--- config.mk ---
export PLATFORM = sky130hd
export DESIGN_NAME = lchc_cmd_port
export DESIGN_NICKNAME = d
export VERILOG_FILES = /design/src/rtl/lchc_pkg.sv /design/src/rtl/lchc_cmd_port.sv /design/src/rtl/lchc_nvmem.sv
export SDC_FILE = /design/constraint.sdc
export NUM_CORES = 1
export LEC_CHECK = 0
export ABC_AREA = 1
export BUFFER_PORTS_ARGS = -buffer_cell sky130_fd_sc_hd__buf_2
export CAP_MARGIN = 20
export CORE_MARGIN = 3
export CORE_UTILIZATION = 50
export CTS_CLUSTER_DIAMETER = 100
export DETAILED_ROUTE_END_ITERATION = 6
export PLACE_DENSITY = 0.73
export SLEW_MARGIN = 20
export SYNTH_ARGS = -nofsm -noshare
export SYNTH_HDL_FRONTEND = slang
export SYNTH_SLANG_ARGS = --single-unit
--- constraint.sdc ---
create_clock -name clk_i -period 6.39 [get_ports clk_i]
set_input_delay 0.9585 -clock clk_i [delete_from_list [all_inputs] [get_ports clk_i]]
set_output_delay 0.9585 -clock clk_i [all_outputs]
set_load 0.05 [all_outputs]
--- src/rtl/lchc_pkg.sv ---
package lchc_pkg;
  localparam int BYTE_W = 8;
  localparam int RAW_W = 24;
  localparam int WORD_W = 32;
  // Command opcodes, shared with host software
  localparam logic [7:0] CMD_SET_CAL = 8'h01;
  localparam logic [7:0] CMD_GET_CAL = 8'h02;
  localparam logic [7:0] CMD_SET_MODE = 8'h03;
  localparam logic [7:0] CMD_GET_MODE = 8'h04;
  localparam logic [7:0] CMD_GET_WEIGHT = 8'h05;
  localparam logic [7:0] CMD_GET_RAW = 8'h06;
  // Mode codes
  localparam logic [7:0] MODE_CHECK = 8'h00;
  localparam logic [7:0] MODE_MOTION = 8'h01;
  localparam logic [7:0] MODE_CONT = 8'h02;
  localparam logic [7:0] MODE_FILL = 8'h03;
  localparam logic [7:0] MODE_CAL = 8'h04;
  // Byte counts
  localparam logic [4:0] SET_CAL_BYTES = 5'h10;
  localparam logic [4:0] GET_CAL_BYTES = 5'h0F;
  localparam logic [4:0] MODE_BYTES = 5'h01;
  localparam logic [4:0] WEIGHT_BYTES = 5'h04;
  localparam logic [4:0] RAW_BYTES = 5'h03;
  // Byte index where each calibration value starts, the reference top byte, and store word addresses
  localparam logic [4:0] IDX_GAIN = 5'h04;
  localparam logic [4:0] IDX_TARE = 5'h08;
  localparam logic [4:0] IDX_REF = 5'h0C;
  localparam logic [4:0] IDX_REF_TOP = 5'h0F;
  localparam logic [1:0] NV_SCALE = 2'h0;
  localparam logic [1:0] NV_GAIN = 2'h1;
  localparam logic [1:0] NV_TARE = 2'h2;
  localparam logic [1:0] NV_REF = 2'h3;
  localparam logic [31:0] FLOAT_ONE = 32'h3F800000;
  typedef enum logic [2:0] {
    ST_IDLE, ST_RX, ST_TX, ST_MODE
  } lchc_state_e;
endpackage

--- src/rtl/lchc_cmd_port.sv ---
// Summary of operation
// Calibration write: 16 bytes, scale, gain floats, then tare and reference.
// Top byte of the reference offset is dropped; 24 bits kept.
// Received calibration values go to nonvolatile store, used for weight.
// Mode query answers one of five modes.
// A recognised mode code switches operation to that mode.
// An unrecognised mode code selects calibration mode.
// Weight = scale*gain*(raw-ref-tare); weight query returns latest as float.
// Host writes next byte only after input-full flag clears.
// Each response byte is loaded to output register and flagged available.
// Host rereads calibration after an interrupted calibration write.
// Calibration read returns 15 bytes; reference as three bytes.
// Raw query returns latest 24-bit conversion as three bytes.
// Opcodes and mode codes are shared constants; values sent LSB first.
// Commands accepted only when idle; idle again after last data byte.
`timescale 1ns/1ps
`default_nettype none
module lchc_cmd_port (
  input wire logic clk_i,
  input wire logic rst_i,
  input wire logic in_wr_i,
  input wire logic [7:0] in_data_i,
  input wire logic out_rd_i,
  input wire logic raw_valid_i,
  input wire logic [lchc_pkg::RAW_W-1:0] raw_i,
  input wire logic [31:0] weight_i,
  output logic in_full_o,
  output logic out_full_o,
  output logic [7:0] out_data_o,
  output logic [2:0] mode_o,
  output logic [31:0] scale_o,
  output logic [31:0] gain_o,
  output logic [31:0] offset_o
);
  import lchc_pkg::*;
  lchc_state_e state_q, state_d;
  logic in_full_q, out_full_q;
  logic [7:0] in_byte_q, out_data_q;
  logic [7:0] cmd_q;
  logic [4:0] idx_q, len_q;
  logic [31:0] asm_q;
  logic [2:0] mode_q;
  logic [RAW_W-1:0] raw_q;
  logic [31:0] weight_q;
  logic [31:0] scale_q, gain_q, offset_q;
  logic nv_we;
  logic [1:0] nv_addr;
  logic [31:0] nv_wdata, nv_scale, nv_gain, nv_tare, nv_ref;

  lchc_nvmem #(.WORDS(4)) u_nv (
    .clk_i(clk_i),
    .we_i(nv_we),
    .waddr_i(nv_addr),
    .wdata_i(nv_wdata),
    .scale_o(nv_scale),
    .gain_o(nv_gain),
    .tare_o(nv_tare),
    .ref_o(nv_ref)
  );

  function automatic logic [2:0] mode_of(input logic [7:0] code);
    unique case (code)
      MODE_CHECK: mode_of = 3'h0;
      MODE_MOTION: mode_of = 3'h1;
      MODE_CONT: mode_of = 3'h2;
      MODE_FILL: mode_of = 3'h3;
      default: mode_of = 3'h4;
    endcase
  endfunction

  function automatic logic [4:0] len_of(input logic [7:0] cmd);
    unique case (cmd)
      CMD_SET_CAL: len_of = SET_CAL_BYTES;
      CMD_GET_CAL: len_of = GET_CAL_BYTES;
      CMD_SET_MODE, CMD_GET_MODE: len_of = MODE_BYTES;
      CMD_GET_WEIGHT: len_of = WEIGHT_BYTES;
      CMD_GET_RAW: len_of = RAW_BYTES;
      default: len_of = 5'h00;
    endcase
  endfunction

  wire byte_ready = in_full_q && !in_wr_i;
  wire is_rx_cmd = (in_byte_q == CMD_SET_CAL) || (in_byte_q == CMD_SET_MODE);
  wire [4:0] cmd_len = len_of(in_byte_q);
  wire last_of_word = (idx_q[1:0] == 2'h3);
  wire [31:0] asm_next = {in_byte_q, asm_q[31:8]};
  // Low three bytes already sit in the bottom of the assembled word
  wire [RAW_W-1:0] ref_low = asm_next[RAW_W-1:0];
  wire [7:0] mode_code = {5'h00, mode_q};

  // Transmit byte selection, LSB first
  wire [4:0] tx_idx = idx_q;
  wire [1:0] tx_lane = tx_idx[1:0];
  wire [31:0] cal_word = (tx_idx < IDX_GAIN) ? nv_scale :
                         (tx_idx < IDX_TARE) ? nv_gain :
                         (tx_idx < IDX_REF) ? nv_tare : nv_ref;
  wire [31:0] tx_word = (cmd_q == CMD_GET_CAL) ? cal_word :
                        (cmd_q == CMD_GET_MODE) ? {24'h000000, mode_code} :
                        (cmd_q == CMD_GET_WEIGHT) ? weight_q :
                        {8'h00, raw_q};
  wire [7:0] tx_byte = tx_word[tx_lane*BYTE_W +: BYTE_W];

  assign nv_we = (state_q == ST_RX) && byte_ready && cmd_q == CMD_SET_CAL
                 && last_of_word;
  assign nv_addr = idx_q[3:2];
  assign nv_wdata = (idx_q == IDX_REF_TOP) ? {8'h00, ref_low} : asm_next;

  always_comb begin
    state_d = state_q;
    unique case (state_q)
      ST_IDLE: if (byte_ready && cmd_len != 5'h00) begin
        state_d = is_rx_cmd ? ST_RX : ST_TX;
      end
      ST_RX: if (byte_ready && idx_q == len_q - 5'h01) begin
        state_d = ST_IDLE;
      end
      ST_TX: if (!out_full_q && idx_q == len_q) begin
        state_d = ST_IDLE;
      end
      ST_MODE: state_d = ST_IDLE;
    endcase
  end

  always_ff @(posedge clk_i or posedge rst_i) begin
    if (rst_i) begin
      state_q <= ST_IDLE;
      in_full_q <= 1'b0;
      in_byte_q <= 8'h00;
    end else begin
      state_q <= state_d;
      if (in_wr_i) begin
        in_full_q <= 1'b1;
        in_byte_q <= in_data_i;
      end else if (byte_ready) begin
        in_full_q <= 1'b0;
      end
    end
  end

  always_ff @(posedge clk_i or posedge rst_i) begin
    if (rst_i) begin
      cmd_q <= 8'h00;
      idx_q <= 5'h00;
      len_q <= 5'h00;
      asm_q <= 32'h00000000;
      mode_q <= 3'h4;
    end else begin
      if (state_q == ST_IDLE && byte_ready) begin
        cmd_q <= in_byte_q;
        len_q <= cmd_len;
        idx_q <= 5'h00;
      end else if (state_q == ST_RX && byte_ready) begin
        asm_q <= asm_next;
        idx_q <= idx_q + 5'h01;
        if (cmd_q == CMD_SET_MODE) begin
          mode_q <= mode_of(in_byte_q);
        end
      end else if (state_q == ST_TX && !out_full_q && idx_q != len_q) begin
        idx_q <= idx_q + 5'h01;
      end
    end
  end

  always_ff @(posedge clk_i or posedge rst_i) begin
    if (rst_i) begin
      out_full_q <= 1'b0;
      out_data_q <= 8'h00;
    end else if (state_q == ST_TX && !out_full_q && idx_q != len_q) begin
      out_full_q <= 1'b1;
      out_data_q <= tx_byte;
    end else if (out_rd_i) begin
      out_full_q <= 1'b0;
    end
  end

  // Latest conversion and the weight snapshot taken with it
  always_ff @(posedge clk_i or posedge rst_i) begin
    if (rst_i) begin
      raw_q <= '0;
      weight_q <= 32'h00000000;
      scale_q <= 32'h00000000;
      gain_q <= 32'h00000000;
      offset_q <= 32'h00000000;
    end else begin
      if (raw_valid_i) begin
        raw_q <= raw_i;
        weight_q <= weight_i;
      end
      scale_q <= nv_scale;
      gain_q <= nv_gain;
      offset_q <= nv_ref + nv_tare;
    end
  end

  assign in_full_o = in_full_q;
  assign out_full_o = out_full_q;
  assign out_data_o = out_data_q;
  assign mode_o = mode_q;
  assign scale_o = scale_q;
  assign gain_o = gain_q;
  assign offset_o = offset_q;
endmodule
`default_nettype wire

--- src/rtl/lchc_nvmem.sv ---
`timescale 1ns/1ps
`default_nettype none
// Nonvolatile calibration store; contents survive reset, only writes change them
module lchc_nvmem #(
  parameter int WORDS = 4
) (
  input wire logic clk_i,
  input wire logic we_i,
  input wire logic [1:0] waddr_i,
  input wire logic [31:0] wdata_i,
  output logic [31:0] scale_o,
  output logic [31:0] gain_o,
  output logic [31:0] tare_o,
  output logic [31:0] ref_o
);
  import lchc_pkg::*;
  logic [31:0] mem_q [WORDS];
  initial begin
    mem_q[NV_SCALE] = FLOAT_ONE;
    mem_q[NV_GAIN] = FLOAT_ONE;
    mem_q[NV_TARE] = 32'h00000000;
    mem_q[NV_REF] = 32'h00000000;
  end
  always_ff @(posedge clk_i) begin
    if (we_i) begin
      mem_q[waddr_i] <= wdata_i;
    end
  end
  assign scale_o = mem_q[NV_SCALE];
  assign gain_o = mem_q[NV_GAIN];
  assign tare_o = mem_q[NV_TARE];
  assign ref_o = mem_q[NV_REF];
endmodule
`default_nettype wire

==> results.toml <==
[run_status]
outcome = "finished clean"

[critical_path]
reg2reg_setup_slack_ns = 3.35
worst-endpoint-required_ns = 6.60
cp.arrival_ns = 3.54
worst_path_largest_cell_delay_ns = 0.71
crit_path_end_kind = "flip-flop"
rr_worst_depth = 7
setup.worst_path.start_class = "input port"
path_class = "in2reg"
crit-reg2reg-launch = "in_full_o$_DFFE_PP0P_"
regToRegEndpoint = "u_nv.mem_q[0][19]$_DFFE_PP_"
worstPathCellList = "buf_2 -> nor2_1 -> nand2_2 -> nor3_1 -> nand4_1 -> nor2_2 -> buf_4"
critical_path.max_fanout = 35
slowest_stage = "nor2_2"

[cts]
cts_htree_levels = 2
tritoncts_clock_tree = "yes"
worst_setup_hold_path_clk_slew_ns = 0.06
clkLatencyLatePin_ns = 0.53
postCtsResizedCells = 0
cts_buffer_depth = 3
post_cts_setup_bufs = 0
cts.sinks = 345
cts-hold-fix-buffers = 0
clock-root-buffer = "clkbuf_16"
cts-buffers-inserted = 37

[yosys]
synth_top_area_cell = "dfrtp_1"
asyncSetResetFlopFracSynth = 0.6290
netlist_area_mm2 = 0.01540
yosysTopAreaCellShare = 0.3509
synth.net_count = 1719
synth_seq_area_share = 0.6021
ys_dominant_reg_cell = "dfrtp_1"
count_of_flip_flops_with_a_built_in_enable_after_synthesis = 128
syn_area_per_cell_um2 = 9.538
yosysUniqueCellTypes = 40
synthesis.yosys.warnings = 0
ys_top_cells_by_area = "dfrtp_1 (35%), edfxtp_1 (25%), nand2_1 (10%)"
synth.ff_latch_count = 345
synthCells = 1615

[timing]
slew_viol_final = 0
finalCritPeriodShare = 0.5212
clock-skew-final_ns = 0.01316
worst-slew-pin-transition_ns = 0.9877
timing.final.setup_violations = 0
max_freq_mhz = 300.3
unrepaired_setup_endpoints_after_global_routing = "no"
timing.final.ws_setup_ns = 3.060
relSlewSlack = 0.3408
setup_tns_ns = 0
timing.final.hold_violations = 0
finalCriticalPeriod_ns = 3.330

[pwr]
ratio_of_total_power_to_cell_area_mw_per_mm2 = 345.3
post-layout-total-power_mw = 6.169
vdd.ir_drop.worst_uv = 392.4
power_leakage_nw = 8.388

[detailed_routing]
first_pass_iters = 5
routed_vias = 12060
via_per_inst = 5.468
dr_wl_cell_um = 19.02
antenna_left = 0
drc = 0
finalWirelength_um = 41960
drt_iter0_markers = 1176

[die]
floorplan.initialDensity = 0.5129
area_of_the_core_region_mm2 = 0.03003
die_height_um = 181.5
die-width_um = 181.5
fp.dieArea_mm2 = 0.03295
pin_count = 178
rows = 63

[placement]
final_wtd_congestion = 0.9227
port-buffer-count = 177
placed_cell_area_mm2 = 0.01660
hpwl_um = 30420
dpl_worst_slack_ns = 2.513

[hold_path]
min_delay_path_depth = 0
timing.hold.worst.class = "reg2reg"
holdCritStartpoint = "u_nv.mem_q[1][13]$_DFFE_PP_"
whs_endpoint = "gain_o[13]$_DFF_PP0_"

[global_route]
grt_antenna_before_repair = 0
globalRouteTotalUtil = 0.2520
grt_pass1_vias = 11600
maximum_number_of_pins_on_one_net_before_global_route_repair = 142
first_pass_grt_wire_length_um = 65460
grt-ovfl-total = 0

[flow_run]
max_capacitance_violation_count = 0

[layout]
drive_above_1_share = 0.1707
antenna_cells_inserted = 0
final_net_count = 1891
area_growth_syn_to_layout_pct = 15.99
final_std_cell_area_no_fill_mm2 = 0.01787
filler_cell_count = 2500
==> sequential cells by signal (all words and copies together) (netlist names) <==
name        count
offset_o       32
idx_q           5
len_q           5
out_full_o      1
cmd_q           8
mode_o          3
in_byte_q       8
state_q         2
u_nv.mem_q    128
asm_q          24
gain_o         32
out_data_o      8
raw_q          24
weight_q       32
scale_o        32
in_full_o       1
==> cells in the final DEF (no fill, tap or decap), types with 3 or more instances in the layout <==
master	count
clkbuf_1	7
inv_1	139
o21bai_1	6
buf_2	177
a31oi_1	3
nand4_1	7
o21ai_1	8
nor3_1	7
ha_1	34
dfrtp_1	216
nand2_1	430
clkbuf_16	39
xnor2_1	4
edfxtp_1	128
o21ai_0	101
xor2_1	14
a21oi_1	40
nand2_2	5
buf_4	7
clkinv_2	6
o21a_1	4
nor2_2	8
mux2_2	35
and3_1	3
nand3_1	156
a21o_1	7
nand3b_1	12
nor2_1	170
inv_2	6
or2_2	4
clkbuf_8	7
==> cell type report <==
type                            count  area (um2)  area share
Inverter                          147       555.5     0.03109
Tap cell                          390       488.0     0.02731
Multi-Input combinational cell   1071        5328      0.2982
Clock buffer                       53        1099     0.06148
Clock inverter                     15       163.9    0.009174
Sequential cell                   345        9275      0.5191
Timing Repair Buffer              185       958.4     0.05364
==> worst max path at each step <==
stage,from,to,slack (ns),cells past startpoint
global route,in_wr_i,u_nv.mem_q[0][19]$_DFFE_PP_,2.76,7
detailed placement,in_wr_i,u_nv.mem_q[0][8]$_DFFE_PP_,2.51,7
global placement,in_wr_i,u_nv.mem_q[1][10]$_DFFE_PP_,2.35,7
floorplan,in_wr_i,u_nv.mem_q[1][0]$_DFFE_PP_,1.94,6
CTS,in_wr_i,u_nv.mem_q[0][19]$_DFFE_PP_,3.04,7
finish,in_wr_i,u_nv.mem_q[0][19]$_DFFE_PP_,3.06,7
==> cells by family after synthesis <==
logic type / synth area share
simple gates: 0.2200
mux: 0.02559
fa+ha+maj: 0.02892
xor+xnor: 0.01023
flops: 0.6021
buf+inv: 0.05320
compound gates: 0.05986
==> metal layers <==
metal	GRT usage	wire (um)
met5	0	0
met3	0.03225	3152
met2	0.3899	19230
met1	0.3711	18100
met4	0.08653	1486
==> power by group <==
part | switching, mW | leakage (nW) | internal (mW)
Clock | 0.892 | 0.626 | 1.30
Sequential | 0.0936 | 3.79 | 2.41
Combinational | 1.09 | 3.97 | 0.391
Total | 2.07 | 8.39 | 4.10
==> metrics by stage <==
stage | util | std cells | hold WS (ns)
floorplan | - | 1615 | 0.3459
global placement | 0.5527 | 2138 | 0.3580
CTS | 0.5949 | 2206 | 0.3816
finish | 0.5949 | 2206 | 0.3832
detailed placement | 0.5529 | 2138 | 0.3690
global route | 0.5949 | 2206 | 0.3911
==> cells in the mapped netlist (5+ instances only) <==
cell,instances
a21o_1,7
a21oi_1,40
buf_2,25
buf_6,5
clkbuf_1,18
dfrtp_1,216
edfxtp_1,128
ha_1,34
inv_1,140
inv_2,6
mux2_2,35
nand2_1,430
nand2_2,5
nand3_1,156
nand3b_1,12
nand4_1,7
nor2_1,173
nor2_2,5
nor3_1,8
o21ai_0,101
o21ai_1,8
o21bai_1,6
xor2_1,14
==> worst max-delay path, delay by kind of cell <==
kind / cells / cell delay, ns
buffers and inverters: 2 / 0.58
AND/OR/NAND/NOR: 5 / 1.97
Note: power is estimated with default switching activity, not from simulation.
